[config.mk]
export PLATFORM = sky130hd
export DESIGN_NAME = rbs_sequencer
export DESIGN_NICKNAME = d
export VERILOG_FILES = /design/src/include/rbs_pkg.sv /design/src/rtl/rbs_sync.sv /design/src/rtl/rbs_chan_map.sv /design/src/rtl/rbs_sequencer.sv
export SDC_FILE = /design/constraint.sdc
export NUM_CORES = 1
export LEC_CHECK = 0
export ABC_CLOCK_PERIOD_IN_PS = 8900
export CORE_MARGIN = 10
export CORE_UTILIZATION = 55
export CTS_CLUSTER_SIZE = 40
export DETAILED_ROUTE_END_ITERATION = 12
export DONT_BUFFER_PORTS = 1
export GPL_ROUTABILITY_DRIVEN = 0
export HOLD_SLACK_MARGIN = 0.03
export PLACE_DENSITY = 0.81
export SYNTH_ARGS = -nofsm -noshare
export SYNTH_HDL_FRONTEND = slang
export SYNTH_SLANG_ARGS = --single-unit
[constraint.sdc]
create_clock -name clk_sys -period 8.9 [get_ports clk_sys]
set_input_delay 1.78 -clock clk_sys [delete_from_list [all_inputs] [get_ports clk_sys]]
set_output_delay 1.78 -clock clk_sys [all_outputs]
set_load 0.01 [all_outputs]
[src/include/rbs_pkg.sv]
package rbs_pkg;
  // channel numbering
  localparam int CHAN_W = 7;
  localparam logic [6:0] CH_ADV0 = 7'h25;
  localparam logic [6:0] CH_ADV1 = 7'h26;
  localparam logic [6:0] CH_ADV2 = 7'h27;
  localparam logic [6:0] CH_DATA_LO_MAX = 7'h0a;
  localparam logic [6:0] CH_DATA_HI_MAX = 7'h24;
  localparam logic [6:0] CH_CUST_MIN = 7'h28;
  localparam logic [6:0] CH_CUST_MAX = 7'h4e;
  localparam logic [6:0] MHZ_ADV0 = 7'h02;
  localparam logic [6:0] MHZ_ADV1 = 7'h1a;
  localparam logic [6:0] MHZ_ADV2 = 7'h50;
  localparam logic [6:0] MHZ_DATA_LO_BASE = 7'h04;
  localparam logic [6:0] MHZ_DATA_HI_BASE = 7'h1c;
  localparam logic [6:0] MHZ_CUST_BASE = 7'h03;
  localparam logic [6:0] DATA_HI_FIRST = 7'h0b;
  localparam logic [6:0] WHITE_MASK = 7'h3f;
  // sequence setting encoding
  localparam logic [1:0] MODE_ALL_DEFAULT = 2'h0;
  localparam logic [1:0] MODE_DATA_USER = 2'h1;
  localparam logic [1:0] MODE_ALL_USER = 2'h2;
  localparam logic [1:0] SCHED_THREE = 2'h0;
  localparam logic [1:0] SCHED_TWO = 2'h1;
  localparam logic [1:0] SCHED_ONE = 2'h2;
  localparam int SET_MODE_LSB = 0;
  localparam int SET_SCHED_LSB = 2;
  localparam logic [4:0] SETTING_RESET = 5'h00;
  localparam int SET_SHORT_BIT = 4;
  // repeat counts per schedule
  localparam logic [2:0] GROUPS_DEFAULT = 3'h3;
  localparam logic [2:0] GROUPS_THREE = 3'h3;
  localparam logic [2:0] GROUPS_TWO = 3'h4;
  localparam logic [2:0] GROUPS_ONE = 3'h6;
  // timing
  localparam int CLK_HZ = 50000000;
  localparam int GAP_LONG_MS = 20;
  localparam int GAP_SHORT_MS = 10;
  localparam int GAP_LONG_CYC = CLK_HZ / 1000 * GAP_LONG_MS;
  localparam int GAP_SHORT_CYC = CLK_HZ / 1000 * GAP_SHORT_MS;
  localparam int BTN_W = 4;
  localparam int ID_W = 48;
endpackage : rbs_pkg

[src/rtl/rbs_sync.sv]
`timescale 1ns/1ps
module rbs_sync
  import rbs_pkg::*;
#(
  parameter int W = 1
)(
  // clock and reset
  input wire logic clk_sys,
  input wire logic resetn,
  // data
  input wire logic [W-1:0] d,
  output logic [W-1:0] q
);
  logic [W-1:0] meta_ff;
  logic [W-1:0] q_ff;
  logic [W-1:0] nxt_meta;
  logic [W-1:0] nxt_q;

  always_comb
  begin
    nxt_meta = d;
    nxt_q = meta_ff;
  end

  always_ff @(posedge clk_sys or negedge resetn)
  begin
    if (!resetn)
    begin
      meta_ff <= '0;
      q_ff <= '0;
    end
    else
    begin
      meta_ff <= nxt_meta;
      q_ff <= nxt_q;
    end
  end

  assign q = q_ff;
endmodule : rbs_sync

[src/rtl/rbs_chan_map.sv]
`timescale 1ns/1ps
module rbs_chan_map
  import rbs_pkg::*;
(
  // channel in
  input wire logic [6:0] chan,
  // results
  output logic [6:0] mhz_offset,
  output logic [6:0] white_init,
  output logic chan_valid
);
  logic [6:0] rel;

  always_comb
  begin
    rel = 7'h00;
    mhz_offset = MHZ_ADV0;
    chan_valid = 1'b1;
    if (chan == CH_ADV0)
      mhz_offset = MHZ_ADV0;
    else if (chan == CH_ADV1)
      mhz_offset = MHZ_ADV1;
    else if (chan == CH_ADV2)
      mhz_offset = MHZ_ADV2;
    else if (chan <= CH_DATA_LO_MAX)
      mhz_offset = 7'(MHZ_DATA_LO_BASE + (chan << 1));
    else if (chan <= CH_DATA_HI_MAX)
    begin
      rel = 7'(chan - DATA_HI_FIRST);
      mhz_offset = 7'(MHZ_DATA_HI_BASE + (rel << 1));
    end
    else if (chan >= CH_CUST_MIN && chan <= CH_CUST_MAX)
    begin
      rel = 7'(chan - CH_CUST_MIN);
      mhz_offset = 7'(MHZ_CUST_BASE + (rel << 1));
    end
    else
      chan_valid = 1'b0;
    // standard channels whiten with the index, custom with the offset
    // the custom offset reaches 79, so it keeps all seven bits
    if (chan >= CH_CUST_MIN)
      white_init = mhz_offset;
    else
      white_init = chan & WHITE_MASK;
  end
endmodule : rbs_chan_map

[src/rtl/rbs_sequencer.sv]
`timescale 1ns/1ps
// Functional notes
// - burst on every press and every release; an edge arriving mid-burst is dropped
// - four contacts in two groups, off/on
// - default event sends 37, 38, 39 back-to-back
// - two to three default events per input
// - repeat gap 20 ms, or 10 ms optional
// - standard channel whitening seed equals index
// - custom channel seed equals MHz above 2400
// - standard channel index to frequency mapping
// - custom indices 40..78 map odd MHz
// - three modes: default, data-user, all-user
// - power-up mode is all default schedule
// - mode and user schedule from setting
// - three-channel user schedule repeated three times
// - two-channel user schedule repeated four times
// - one-channel user schedule sent six times
module rbs_sequencer
  import rbs_pkg::*;
#(
  parameter int GAP_LONG = GAP_LONG_CYC,
  parameter int GAP_SHORT = GAP_SHORT_CYC,
  parameter logic [2:0] DEFAULT_GROUPS = GROUPS_DEFAULT
)(
  // clock and reset
  input wire logic clk_sys,
  input wire logic resetn,
  // actuator and contacts, from pins
  input wire logic bow_pushed,
  input wire logic [1:0] group_a_contacts,
  input wire logic [1:0] group_b_contacts,
  // telegram context
  input wire logic [47:0] device_id,
  input wire logic commissioning,
  // configuration
  input wire logic [4:0] sequence_setting_a,
  input wire logic [6:0] first_channel_select,
  input wire logic [6:0] second_channel_select,
  input wire logic [6:0] third_channel_select,
  // radio handshake
  output logic tx_start,
  input wire logic tx_done,
  // per-transmission data
  output logic [6:0] tx_channel,
  output logic [6:0] tx_mhz_offset,
  output logic [6:0] tx_white_init,
  output logic [3:0] tx_buttons,
  output logic tx_pressed,
  output logic tx_commissioning,
  output logic [47:0] tx_device_id,
  // status
  output logic burst_busy,
  output logic bad_channel
);
  if (GAP_SHORT < 1 || GAP_LONG < GAP_SHORT)
  begin : g_bad_gap
    $error("rbs_sequencer: gap counts out of range");
  end
  if (DEFAULT_GROUPS < 3'h2 || DEFAULT_GROUPS > 3'h3)
  begin : g_bad_groups
    $error("rbs_sequencer: default groups must be 2 or 3");
  end

  localparam int GAP_W = $clog2(GAP_LONG + 1);

  typedef enum {ST_IDLE, ST_START, ST_WAIT, ST_GAP} rbs_state_t;

  logic bow_s;
  logic [1:0] grp_a_s;
  logic [1:0] grp_b_s;

  rbs_sync #(.W(5)) u_sync (
    .clk_sys(clk_sys),
    .resetn(resetn),
    .d({bow_pushed, group_a_contacts, group_b_contacts}),
    .q({bow_s, grp_a_s, grp_b_s})
  );

  rbs_state_t state_ff, nxt_state;
  logic bow_prev_ff, nxt_bow_prev;
  logic [1:0] slot_ff, nxt_slot;
  logic [2:0] group_ff, nxt_group;
  logic [1:0] nslots_ff, nxt_nslots;
  logic [2:0] ngroups_ff, nxt_ngroups;
  logic user_ff, nxt_user;
  logic short_ff, nxt_short;
  logic [GAP_W-1:0] gap_ff, nxt_gap;
  logic [3:0] btn_ff, nxt_btn;
  logic pressed_ff, nxt_pressed;
  logic comm_ff, nxt_comm;
  logic [47:0] id_ff, nxt_id;
  logic [6:0] chan_ff, nxt_chan;
  logic [6:0] mhz_ff, nxt_mhz;
  logic [6:0] white_ff, nxt_white;
  logic bad_ff, nxt_bad;

  logic edge_seen;
  logic [1:0] set_mode;
  logic [1:0] set_sched;
  logic use_user;
  logic [6:0] cur_chan;
  logic [6:0] map_mhz;
  logic [6:0] map_white;
  logic map_valid;

  // a press and a release both raise a burst
  assign edge_seen = bow_s ^ bow_prev_ff;
  assign set_mode = sequence_setting_a[SET_MODE_LSB +: 2];
  assign set_sched = sequence_setting_a[SET_SCHED_LSB +: 2];

  always_comb
  begin
    unique case (set_mode)
      MODE_DATA_USER: use_user = !commissioning;
      MODE_ALL_USER: use_user = 1'b1;
      default: use_user = 1'b0;
    endcase
  end

  always_comb
  begin
    cur_chan = CH_ADV0;
    if (user_ff)
    begin
      unique case (slot_ff)
        2'h0: cur_chan = first_channel_select;
        2'h1: cur_chan = second_channel_select;
        default: cur_chan = third_channel_select;
      endcase
    end
    else
    begin
      unique case (slot_ff)
        2'h0: cur_chan = CH_ADV0;
        2'h1: cur_chan = CH_ADV1;
        default: cur_chan = CH_ADV2;
      endcase
    end
  end

  rbs_chan_map u_map (
    .chan(cur_chan),
    .mhz_offset(map_mhz),
    .white_init(map_white),
    .chan_valid(map_valid)
  );

  always_comb
  begin
    nxt_state = state_ff;
    nxt_bow_prev = bow_s;
    nxt_slot = slot_ff;
    nxt_group = group_ff;
    nxt_nslots = nslots_ff;
    nxt_ngroups = ngroups_ff;
    nxt_user = user_ff;
    nxt_short = short_ff;
    nxt_gap = gap_ff;
    nxt_btn = btn_ff;
    nxt_pressed = pressed_ff;
    nxt_comm = comm_ff;
    nxt_id = id_ff;
    nxt_chan = chan_ff;
    nxt_mhz = mhz_ff;
    nxt_white = white_ff;
    nxt_bad = bad_ff;
    unique case (state_ff)
      ST_IDLE:
      begin
        if (edge_seen)
        begin
          // snapshot so the whole burst repeats one identical telegram
          nxt_btn = {grp_b_s, grp_a_s};
          nxt_pressed = bow_s;
          nxt_comm = commissioning;
          nxt_id = device_id;
          nxt_user = use_user;
          nxt_short = sequence_setting_a[SET_SHORT_BIT];
          nxt_slot = 2'h0;
          nxt_group = 3'h0;
          nxt_state = ST_START;
          if (!use_user)
          begin
            nxt_nslots = 2'h2;
            nxt_ngroups = DEFAULT_GROUPS;
          end
          else
          begin
            unique case (set_sched)
              SCHED_TWO:
              begin
                nxt_nslots = 2'h1;
                nxt_ngroups = GROUPS_TWO;
              end
              SCHED_ONE:
              begin
                nxt_nslots = 2'h0;
                nxt_ngroups = GROUPS_ONE;
              end
              default:
              begin
                nxt_nslots = 2'h2;
                nxt_ngroups = GROUPS_THREE;
              end
            endcase
          end
        end
      end
      ST_START:
      begin
        nxt_chan = cur_chan;
        nxt_mhz = map_mhz;
        nxt_white = map_white;
        nxt_bad = bad_ff | !map_valid;
        nxt_state = ST_WAIT;
      end
      ST_WAIT:
      begin
        if (tx_done)
        begin
          if (slot_ff != nslots_ff)
          begin
            // next channel follows with no gap
            nxt_slot = 2'(slot_ff + 2'h1);
            nxt_state = ST_START;
          end
          else if (3'(group_ff + 3'h1) == ngroups_ff)
            nxt_state = ST_IDLE;
          else
          begin
            nxt_slot = 2'h0;
            nxt_group = 3'(group_ff + 3'h1);
            nxt_gap = short_ff ? GAP_W'(GAP_SHORT - 1)
                               : GAP_W'(GAP_LONG - 1);
            nxt_state = ST_GAP;
          end
        end
      end
      ST_GAP:
      begin
        if (gap_ff == '0)
          nxt_state = ST_START;
        else
          nxt_gap = GAP_W'(gap_ff - 1'b1);
      end
    endcase
  end

  always_ff @(posedge clk_sys or negedge resetn)
  begin
    if (!resetn)
    begin
      state_ff <= ST_IDLE;
      bow_prev_ff <= 1'b0;
      slot_ff <= 2'h0;
      group_ff <= 3'h0;
      nslots_ff <= 2'h2;
      ngroups_ff <= GROUPS_DEFAULT;
      user_ff <= 1'b0;
      short_ff <= 1'b0;
      gap_ff <= '0;
      btn_ff <= 4'h0;
      pressed_ff <= 1'b0;
      comm_ff <= 1'b0;
      id_ff <= 48'h0;
      chan_ff <= CH_ADV0;
      mhz_ff <= MHZ_ADV0;
      white_ff <= CH_ADV0;
      bad_ff <= 1'b0;
    end
    else
    begin
      state_ff <= nxt_state;
      bow_prev_ff <= nxt_bow_prev;
      slot_ff <= nxt_slot;
      group_ff <= nxt_group;
      nslots_ff <= nxt_nslots;
      ngroups_ff <= nxt_ngroups;
      user_ff <= nxt_user;
      short_ff <= nxt_short;
      gap_ff <= nxt_gap;
      btn_ff <= nxt_btn;
      pressed_ff <= nxt_pressed;
      comm_ff <= nxt_comm;
      id_ff <= nxt_id;
      chan_ff <= nxt_chan;
      mhz_ff <= nxt_mhz;
      white_ff <= nxt_white;
      bad_ff <= nxt_bad;
    end
  end

  // an edge arriving mid-burst is dropped: the harvester powers one burst
  assign tx_start = (state_ff == ST_WAIT);
  assign tx_channel = chan_ff;
  assign tx_mhz_offset = mhz_ff;
  assign tx_white_init = white_ff;
  assign tx_buttons = btn_ff;
  assign tx_pressed = pressed_ff;
  assign tx_commissioning = comm_ff;
  assign tx_device_id = id_ff;
  assign burst_busy = (state_ff != ST_IDLE);
  assign bad_channel = bad_ff;
endmodule : rbs_sequencer

---- Yosys cells after proc, flatten, opt, wreduce, memory -nomap -nowiden ----
Cells that the tools add are included.
operators by class
  magnitude comparators ................... 4
  muxes and demuxes ....................... 43
  bitwise gates (word level) .............. 2
  reduce and logical (&&, ||, !) cells .... 14
  $add $sub $neg .......................... 8
  eq/ne operators ......................... 21
operators by type and width
  kind                                                                     number
  32-bit case mux with 4 select lines                                      1
  20-bit two-way mux                                                       5
  32-bit two-way mux                                                       3
  32-bit by 2-bit equality test with 1-bit output (second input constant)  2
  7-bit two-way mux                                                        8
  20-bit case mux with 2 select lines                                      1
  32-bit by 1-bit equality test with 1-bit output (second input constant)  1
  32-bit by 3-bit equality test with 1-bit output (second input constant)  1
  32-bit logical NOT                                                       1
  32-bit nonzero test                                                      1
  7-bit by 6-bit equality test with 1-bit output (second input constant)   3
  20-bit logical NOT                                                       1
  20-bit by 1-bit subtractor with 20-bit output (second input constant)    1
  3-bit two-way mux                                                        5
  2-bit two-way mux                                                        7
  7-bit case mux with 2 select lines                                       1
  2-bit inequality test (second input constant)                            6
  2-bit case mux with 2 select lines                                       3
  3-bit case mux with 2 select lines                                       2
  5-bit AND reduction                                                      2
  2-bit by 7-bit adder with 7-bit output (first input constant)            1
  3-bit by 7-bit adder with 7-bit output (first input constant)            1
  5-bit by 7-bit adder with 7-bit output (first input constant)            1
  7-bit by 6-bit >= comparator with 1-bit output (second input constant)   1
  other kinds (23)                                                         33
word-level totals
  bits in registers ....................... 151
  logic and storage cells ................. 111

---- Depth between registers and ports, before layout ----
Gate-level depths: netlist (run 1).
  depth in word-level cells ............... 13
  depth in mapped cells ................... 16
  gate-level depth less buffers ........... 15

---- Cells and area by module ----
A second synthesis (run 1) with hierarchy kept.
unflattened totals
  cells, all modules ...................... 563
  area total of the unflattened synthesis .. 6377.4 µm²
by module, submodules not included
  module         area an instance (µm²)  cells each  instances
  rbs_sequencer  5166.2                  420         1
  rbs_chan_map   960.9                   133         1
  rbs_sync       250.2                   10          1

---- Worst setup path after synthesis (run 1) ----
No wires, ideal clock.
  path kind ............................... input to register
  start point ............................. in first_channel_select[1]
  end point ............................... reg mhz_ff[5] (netlist: tx_mhz_offset[5])
  library setup time ...................... 121 ps
  stages .................................. 11
  data required time ...................... 8779 ps
  data arrival time ....................... 4161 ps
  path slack .............................. 4618 ps
  path buffers ............................ 0
  cell sequence ........................... a22o_1 -> a21oi_1 -> inv_1 -> ha_1 -> and3_1 -> o31a_1 -> o211ai_1 -> xnor2_1 -> nor2b_1 -> or3_1 -> a22o_1
between the ends
  cells in the longest elaborated chain, start to end .. 10
ends and longest elaborated chain
  item                                                                                RTL line                                text
  start: declaration                                                                  rbs_sequencer.sv:37                     input wire logic [6:0] first_channel_select,
  7-bit case mux with 2 select lines *                                                rbs_sequencer.sv:125                    unique case (slot_ff)
  7-bit two-way mux *                                                                 rbs_sequencer.sv:123                    if (user_ff)
  via cur_chan[1]                                                                     rbs_sequencer.sv:101                    logic [6:0] cur_chan;
  6-bit subtractor, or another cell as far along                                      rbs_chan_map.sv:34                      rel = 7'(chan - CH_CUST_MIN);
  2-bit by 7-bit adder with 7-bit output / 1-bit logical AND (equally long branches)  rbs_chan_map.sv:35, rbs_chan_map.sv:32
  7-bit two-way mux                                                                   rbs_chan_map.sv:32                      else if (chan >= CH_CUST_MIN && chan <= CH_CUST_MAX)
  7-bit two-way mux                                                                   rbs_chan_map.sv:27                      else if (chan <= CH_DATA_HI_MAX)
  7-bit two-way mux                                                                   rbs_chan_map.sv:25                      else if (chan <= CH_DATA_LO_MAX)
  7-bit two-way mux                                                                   rbs_chan_map.sv:23                      else if (chan == CH_ADV2)
  7-bit two-way mux                                                                   rbs_chan_map.sv:21                      else if (chan == CH_ADV1)
  7-bit two-way mux *                                                                 rbs_chan_map.sv:19                      if (chan == CH_ADV0)
  end signal: assignment                                                              rbs_sequencer.sv:287                    mhz_ff <= nxt_mhz;
  end: declaration                                                                    rbs_sequencer.sv:93                     logic [6:0] mhz_ff, nxt_mhz;
Mark *: on every way through the listed nets, which the timed path passes. The rest lies on a longest branch.
A chain may end at the register's enable or synchronous reset.

---- Worst setup path after layout (run 1) ----
  start point ............................. in first_channel_select[1]
  end point ............................... reg white_ff[3] (netlist: tx_white_init[3])
between the ends
  cells in the longest elaborated chain, start to end .. 11
ends and longest elaborated chain
  item                                                                                RTL line                                text
  7-bit case mux with 2 select lines *                                                rbs_sequencer.sv:125
  7-bit two-way mux *                                                                 rbs_sequencer.sv:123
  via cur_chan[1]                                                                     rbs_sequencer.sv:101
  6-bit subtractor, or another cell as far along                                      rbs_chan_map.sv:34
  2-bit by 7-bit adder with 7-bit output / 1-bit logical AND (equally long branches)  rbs_chan_map.sv:35, rbs_chan_map.sv:32
  7-bit two-way mux                                                                   rbs_chan_map.sv:32
  7-bit two-way mux                                                                   rbs_chan_map.sv:27
  7-bit two-way mux                                                                   rbs_chan_map.sv:25
  7-bit two-way mux                                                                   rbs_chan_map.sv:23
  7-bit two-way mux                                                                   rbs_chan_map.sv:21
  7-bit two-way mux                                                                   rbs_chan_map.sv:19
  7-bit two-way mux *                                                                 rbs_chan_map.sv:41                      if (chan >= CH_CUST_MIN)
  end signal: assignment                                                              rbs_sequencer.sv:288                    white_ff <= nxt_white;
  end: declaration                                                                    rbs_sequencer.sv:94                     logic [6:0] white_ff, nxt_white;
Marks and branches as above.

==> summary.md, run 1 <==
| Metric | Value |
|---|---|
| Die height | approximately 120 um |
| Post-CTS setup buffers | 0 |
| Distinct cells, synth | 68 |
| Post-synth top area share | 0.461 |
| Final Hold Fails | 0 |
| Antenna cells | 0 |
| Max-slew headroom | 0.101 |
| WL/cell | between 20 and 25 um |
| First-pass GRT wire length | around 24 mm |
| Fmax | 239 MHz |
| Fin util | 0.624 |
| Unrepaired setup endpoints after global routing | no |
| Max-cap violations | 0 |
| Worst-Margin Slew | 1330 ps |
| Critical path type | input port to flip-flop |
| CTS buffer count | 17 |
| Die width | about 120 um |
| HP Class | flip-flop to flip-flop |
| Vias in the first global route | between 4000 and 5000 |
| Status | finished, final reports clean |
| Pins Over Slew Limit | 0 |
| Drt pass-1 iters | 5 |
| Largest net degree at the start of global routing | between 100 and 150 |
| Design area | between 6000 and 7000 um^2 |
| Hold depth | 0 |
| Tmin final | 4190 ps |
| Worst setup EP type | flip-flop |
| Most used DFF post-synth | dfrtp_1 |
| Synth Instances | about 540 |
| GRT Total Usage | 0.190 |
| Initial drt markers | around 400 |
| Most frequent cells after synthesis | 111 x dfrtp_1, 58 x mux2_2, 36 x nand2_1 |
| Via density | between 6 and 7 |
| Most numerous cell in the Yosys netlist | dfrtp_1 |
| Final net count | 649 |
| WP data required | 9280 ps |
| Layout cell share with drive strength beyond 1 | 0.209 |
| Synth area leader | dfrtp_1 |
| CTS tree | yes |
| Area grow syn2layout | 11.7% |
| Layout Skew | approximately 11 ps |
| FF+latch count, synth | 120 |
| DRT antenna net count | 0 |
| Core footprint | between 10000 and 15000 um^2 |
| Maximum clock path buffer count | 2 |
| Critical Path Fanout Max | 9 |
| Initial Util | 0.558 |
| EDFF count, synth | 0 |
| Worst R2R Path Depth | 13 |
| VDD IR max | 202 uV |
| Share of synthesized registers carrying an async set or reset | 1.00 |
| Overflow after GRT | 0 |
| Cts repair resizes | 0 |
| Synth Warn # | 0 |
| Initial antenna violation count | 0 |
| Setup-failing EPs final | 0 |
| Clk slew on worst S/H paths | roughly 60 ps |
| Sequential area share after synthesis | 0.500 |
| Leak | approximately 2.9 nW |
| Synth top area cells | dfrtp_1 46%, mux2_2 11%, ha_1 5.0%, dfstp_2 3.9%, o21ai_0 2.7% |
| H-tree depth | 4 |
| Final wirelength | 14.6 mm |
| Avg Cell Area, Syn | 11.1 um^2 |
| Residual DRC | 0 |
| TNS Setup | 0 ps |
| Tcrit/Tclk final | 0.471 |
| Port bufs | 0 |
| DIE AREA | 15500 um^2 |
| Crit path DAT | 4570 ps |
| Crit start category | input port |
| Synth Net Count | 651 |
| Clk sinks | 120 |
| DR vias | 4240 |
| HPWL Detailed | 10.4 mm |
| Power per Cell Area | ~450 nW/um^2 |
| Root Buffer | clkbuf_8 |
| Skew-Pair Late Insertion Delay | 510 ps |
| Hold Buf Count CTS | 0 |
| Fillers | roughly 800 |
| # IOs | 161 |
| Num rows | 38 |
| Placed Area | 6110 um^2 |
| Mapped Area | 6020 um^2 |
-- worst paths after layout --
check                                             from                            to  slack (ps)
max in group asynchronous                       resetn     tx_channel[0]$_DFFE_PN1N_        7710
max reg2reg                     slot_ff[1]$_DFFE_PN0P_  tx_white_init[3]$_DFFE_PN0N_        4980
min in group asynchronous                       resetn   tx_device_id[3]$_DFFE_PN0P_         960
min reg2reg                u_sync.meta_ff[3]$_DFF_PN0_         u_sync.q[3]$_DFF_PN0_         350
min                        u_sync.meta_ff[3]$_DFF_PN0_         u_sync.q[3]$_DFF_PN0_         350
max                            first_channel_select[1]  tx_white_init[3]$_DFFE_PN0N_        4710
-- where the power goes --
part / internal (W) / switching (W) / total, W / leakage (nW)
Clock: 0.000464 / 0.000258 / 0.000722 / 0.298
Combinational: 0.000521 / 0.000706 / 0.00123 / 1.18
Sequential: 0.000793 / 0.000287 / 0.00108 / 1.44
Total: 0.00178 / 0.00125 / 0.00303 / 2.92
-- flip-flops by register name (all words and copies together), names as in the netlist --
signal and count:
tx_device_id 48, gap_ff 20, tx_channel 7, tx_mhz_offset 7, tx_white_init 7, u_sync.meta_ff 5
u_sync.q 5, tx_buttons 4, group_ff 3, ngroups_ff 3, slot_ff 2, state_ff 2
bad_channel 1, bow_prev_ff 1, nslots_ff 1, short_ff 1, tx_commissioning 1, tx_pressed 1
user_ff 1
-- area by class of cell --
class | instances | area (um^2) | area share
Clock buffer | 18 | 428 | 0.0636
Clock inverter | 14 | 196 | 0.0292
Inverter | 26 | 103 | 0.0152
Multi-Input combinational cell | 375 | 2800 | 0.416
Sequential cell | 120 | 3010 | 0.448
Tap cell | 140 | 175 | 0.0260
Timing Repair Buffer | 2 | 15.0 | 0.00223
-- worst max-delay path, stage by stage --
cell and delay [ps]:
a22o_1 210, a21oi_1 520, inv_1 240, ha_1 370, a21oi_1 290, a311o_1 260, a31oi_4 150, and2_1 210
o31ai_1 390, o21ai_0 160
-- layer usage --
layer,global-route usage,wire length [um],share of wire,up-vias
met5,0,0,0,-
met4,0.0822,291,0.020,0
met3,0.0821,1560,0.11,28
met2,0.306,7120,0.49,213
met1,0.214,5670,0.39,2061
li1,-,-,-,1938
-- metrics by stage --
step	setup slack, ps	cells	total power (W)	hold slack (ps)
global route	4500	695	0.00323	350
global placement	4440	663	0.00222	333
floorplan	4620	544	0.00200	331
detailed placement	4300	663	0.00228	337
CTS	4750	695	0.00302	353
finish	4710	695	0.00303	349
-- cell usage in the layout (no fill, tap or decap), drive strengths merged, types with 3 or more instances in the layout --
cell type,netlist,final
clkinv,1,5
a21o,6,6
a21oi,28,28
a22o,6,6
nor3b,5,5
o21a,3,3
clkbuf,13,18
or3,6,6
dfstp,9,9
xor2,7,7
nor4,6,6
a31oi,9,9
ha,24,24
o21ai,36,36
nand4,4,4
nor2b,3,3
nand2,36,36
bufinv,0,4
and2,4,4
inv,25,28
nand2b,6,6
nand3,14,14
dfrtp,111,111
mux2,58,58
nor2,34,34
a221o,5,5
clkinvlp,0,3
a22oi,4,4
xnor2,16,16
o31ai,3,3
and3,7,7
mux2i,3,3
nor3,14,14
-- cell families after synthesis --
group | share of synthesized area
simple gates | 0.127
xor+xnor | 0.0374
buf+inv | 0.0353
mux | 0.113
flops | 0.500
fa+ha+maj | 0.0498
compound gates | 0.136
(Power assumes the default switching activity.)
==> run 2: changes to the inputs <==
- ABC_CLOCK_PERIOD_IN_PS: 8900 -> 4100
- clock period: 8.9 -> 4.1 ns (I/O delays scaled with it)
==> summary.md, run 2 (synthesized netlist as in run 1, its figures left out) <==
| Metric | Value |
|---|---|
| Root Buffer | clkbuf_8 (unchanged) |
| WL/cell | 20.8 um (was 21.1 um) |
| Cts repair resizes | 0 (unchanged) |
| Via density | 6.04 (was 6.10) |
| Port bufs | 0 (unchanged) |
| Post-CTS setup buffers | 0 (unchanged) |
| DR vias | 4224 (was 4240) |
| Worst-Margin Slew | 1030 ps (was 1330 ps) |
| H-tree depth | 4 (unchanged) |
| Fillers | 830 (was 804) |
| Critical Path Fanout Max | 15 (was 9) |
| Switch share | 0.421 (was 0.413) |
| HPWL Detailed | 10.4 mm (about the same) |
| Clk slew on worst S/H paths | 60 ps (about the same) |
| Fin util | 0.624 (about the same) |
| Fin Hold WS | 153 ps (was 349 ps) |
| Core footprint | 10800 um^2 (unchanged) |
| Most frequent cells in the layout | 111 x dfrtp_1, 58 x mux2_2, 35 x nand2_1 (unchanged) |
| Die height | 125 um (unchanged) |
| GRT Total Usage | 0.186 (was 0.190) |
| Residual DRC | 0 (unchanged) |
| Maximum clock path buffer count | 2 (unchanged) |
| TNS Setup | 0 ps (unchanged) |
| CP bufs+invs | 3 (was 1) |
| VDD IR max | 513 uV (was 202 uV) |
| Initial Util | 0.558 (unchanged) |
| Internal | 0.00375 W (was 0.00178 W) |
| Hold Buf Count CTS | 1 (was 0) |
| Unrepaired setup endpoints after global routing | no (unchanged) |
| Critical path type | flip-flop to flip-flop (was input port to flip-flop) |
| Overflow after GRT | 0 (unchanged) |
| Sequential power share | 0.361 (was 0.357) |
| Leak | 2.92 nW (about the same) |
| Setup-failing EPs final | 0 (unchanged) |
| Final net count | 652 (was 649) |
| Clock group share of total power | 0.224 (was 0.238) |
| Layout cell share with drive strength beyond 1 | 0.213 (was 0.209) |
| Sw power | 0.00273 W (was 0.00125 W) |
| Layout Skew | 9.92 ps (was 11.1 ps) |
| Place WS | 523 ps (was 4300 ps) |
| Area grow syn2layout | 11.8% (was 11.7%) |
| CTS tree | yes (unchanged) |
| Slowest CP cell | dfrtp_1 (was a21oi_1) |
| Vias in the first global route | 4482 (was 4648) |
| HP Class | input port to async pin (was flip-flop to flip-flop) |
| Fmax | ~270 MHz |
| Final wirelength | 14.5 mm (was 14.6 mm) |
| Number of flip-flops in the largest register | 48 (unchanged) |
| Initial drt markers | 518 (was 407) |
| Clk sinks | 120 (unchanged) |
| # IOs | 161 (unchanged) |
| Tcrit/Tclk final | 0.897 |
| Largest net degree at the start of global routing | 112 (was 121) |
| Pins Over Slew Limit | 0 (unchanged) |
| Worst Slack Setup Final | 423 ps (was 4710 ps) |
| WP data required | 4510 ps (was 9280 ps) |
| Max-slew headroom | 0.313 (was 0.101) |
| Crit-path cells | inv_1 > ha_1 > a22o_1 > and2_1 > nor2_1 > inv_1 > ha_1 > xnor2_1 > ha_1 > inv_1 > o21ai_0 > xnor2_1 > a31oi_1 > o32ai_1 (was a22o_1 > a21oi_1 > inv_1 > ha_1 > a21oi_1 > a311o_1 > a31oi_4 > and2_1 > o31ai_1 > o21ai_0) |
| DIE AREA | 15500 um^2 (unchanged) |
| Drt pass-1 iters | 5 (unchanged) |
| Combinational group share of total power | 0.414 (was 0.405) |
| Leading cell type in the layout, fill and taps excluded | dfrtp_1 (unchanged) |
| Die width | 125 um (unchanged) |
| Max-cap violations | 0 (unchanged) |
| Worst path top cell family by delay | adder cells (was compound AO/OA/AOI/OAI gates) |
| Tmin final | 3680 ps |
| DRT antenna net count | 0 (unchanged) |
| Crit path DAT | 4090 ps (was 4570 ps) |
| Crit start category | flip-flop (was input port) |
| Final Hold Fails | 0 (unchanged) |
| Initial antenna violation count | 1 (was 0) |
| Power per Cell Area | 962 nW/um^2 (was 450 nW/um^2) |
| Num rows | 38 (unchanged) |
| Status | finished, final reports clean (unchanged) |
| Worst setup EP type | flip-flop (unchanged) |
| Crit path largest cell delay | 410 ps (was 520 ps) |
| CTS buffer count | 17 (unchanged) |
| Skew-Pair Late Insertion Delay | 520 ps (was 510 ps) |
| First-pass GRT wire length | 23.9 mm (was 24.5 mm) |
[run 2: cell types whose count changed in the layout (fill, tap and decap cells not counted), sizes merged]
| cell | previous run | this run |
|---|---|---|
| inv | 28 | 31 |
| bufinv | 4 | 2 |
| diode | 0 | 1 |
| buf | 2 | 5 |
| clkbuf | 18 | 17 |
[run 2: layout make-up]
class,count,area [um^2],share of cell area
clock buffers,17,414,0.0615
inverters,26,103,0.0152
multi-input cells,375,2800,0.416
clock inverters,15,169,0.0251
repair buffers,5,57.6,0.00855
diodes,1,2.50,0.000372
well taps,140,175,0.0260
flip-flops and latches,120,3010,0.448
[run 2: routing by layer]
| layer | wire [um] | GRT usage | vias up | share of wire |
|---|---|---|---|---|
| met1 | 5710 | 0.217 | 2024 | 0.39 |
| met5 | 0 | 0 | - | 0 |
| li1 | - | - | 1945 | - |
| met3 | 1510 | 0.0770 | 26 | 0.10 |
| met2 | 7050 | 0.296 | 229 | 0.49 |
| met4 | 244 | 0.0740 | 0 | 0.017 |
[run 2: final timing paths]
path | start | endpoint | slack, ps | cells after the start
worst max-delay path | slot_ff[0]$_DFFE_PN0P_ | tx_white_init[6]$_DFFE_PN0N_ | 420 | 14
worst min-delay path | resetn | tx_white_init[5]$_DFFE_PN1N_ | 150 | 0
worst max register to register | slot_ff[0]$_DFFE_PN0P_ | tx_white_init[6]$_DFFE_PN0N_ | 420 | 14
worst min register to register | u_sync.meta_ff[3]$_DFF_PN0_ | u_sync.q[3]$_DFF_PN0_ | 350 | 0
max in group asynchronous | resetn | tx_mhz_offset[0]$_DFFE_PN0N_ | 3450 | 1
min in group clk_sys | group_a_contacts[0] | u_sync.meta_ff[2]$_DFF_PN0_ | 330 | 0
[run 2: power by group through the flow]
stage	Clock, W	Sequential (W)	Combinational, W
after floorplan	0	0.00218	0.00215
after global placement	0	0.00235	0.00250
after detailed placement	0	0.00236	0.00261
after CTS	0.00148	0.00236	0.00265
after global routing	0.00155	0.00242	0.00297
final	0.00145	0.00234	0.00268
[run 2: stage by stage]
step	instances	area (um^2)	power, W
after detailed placement	665	6120	0.00497
after global placement	665	6120	0.00484
after floorplan	544	6020	0.00433
after CTS	698	6730	0.00649
final	699	6740	0.00648
after global routing	698	6730	0.00694
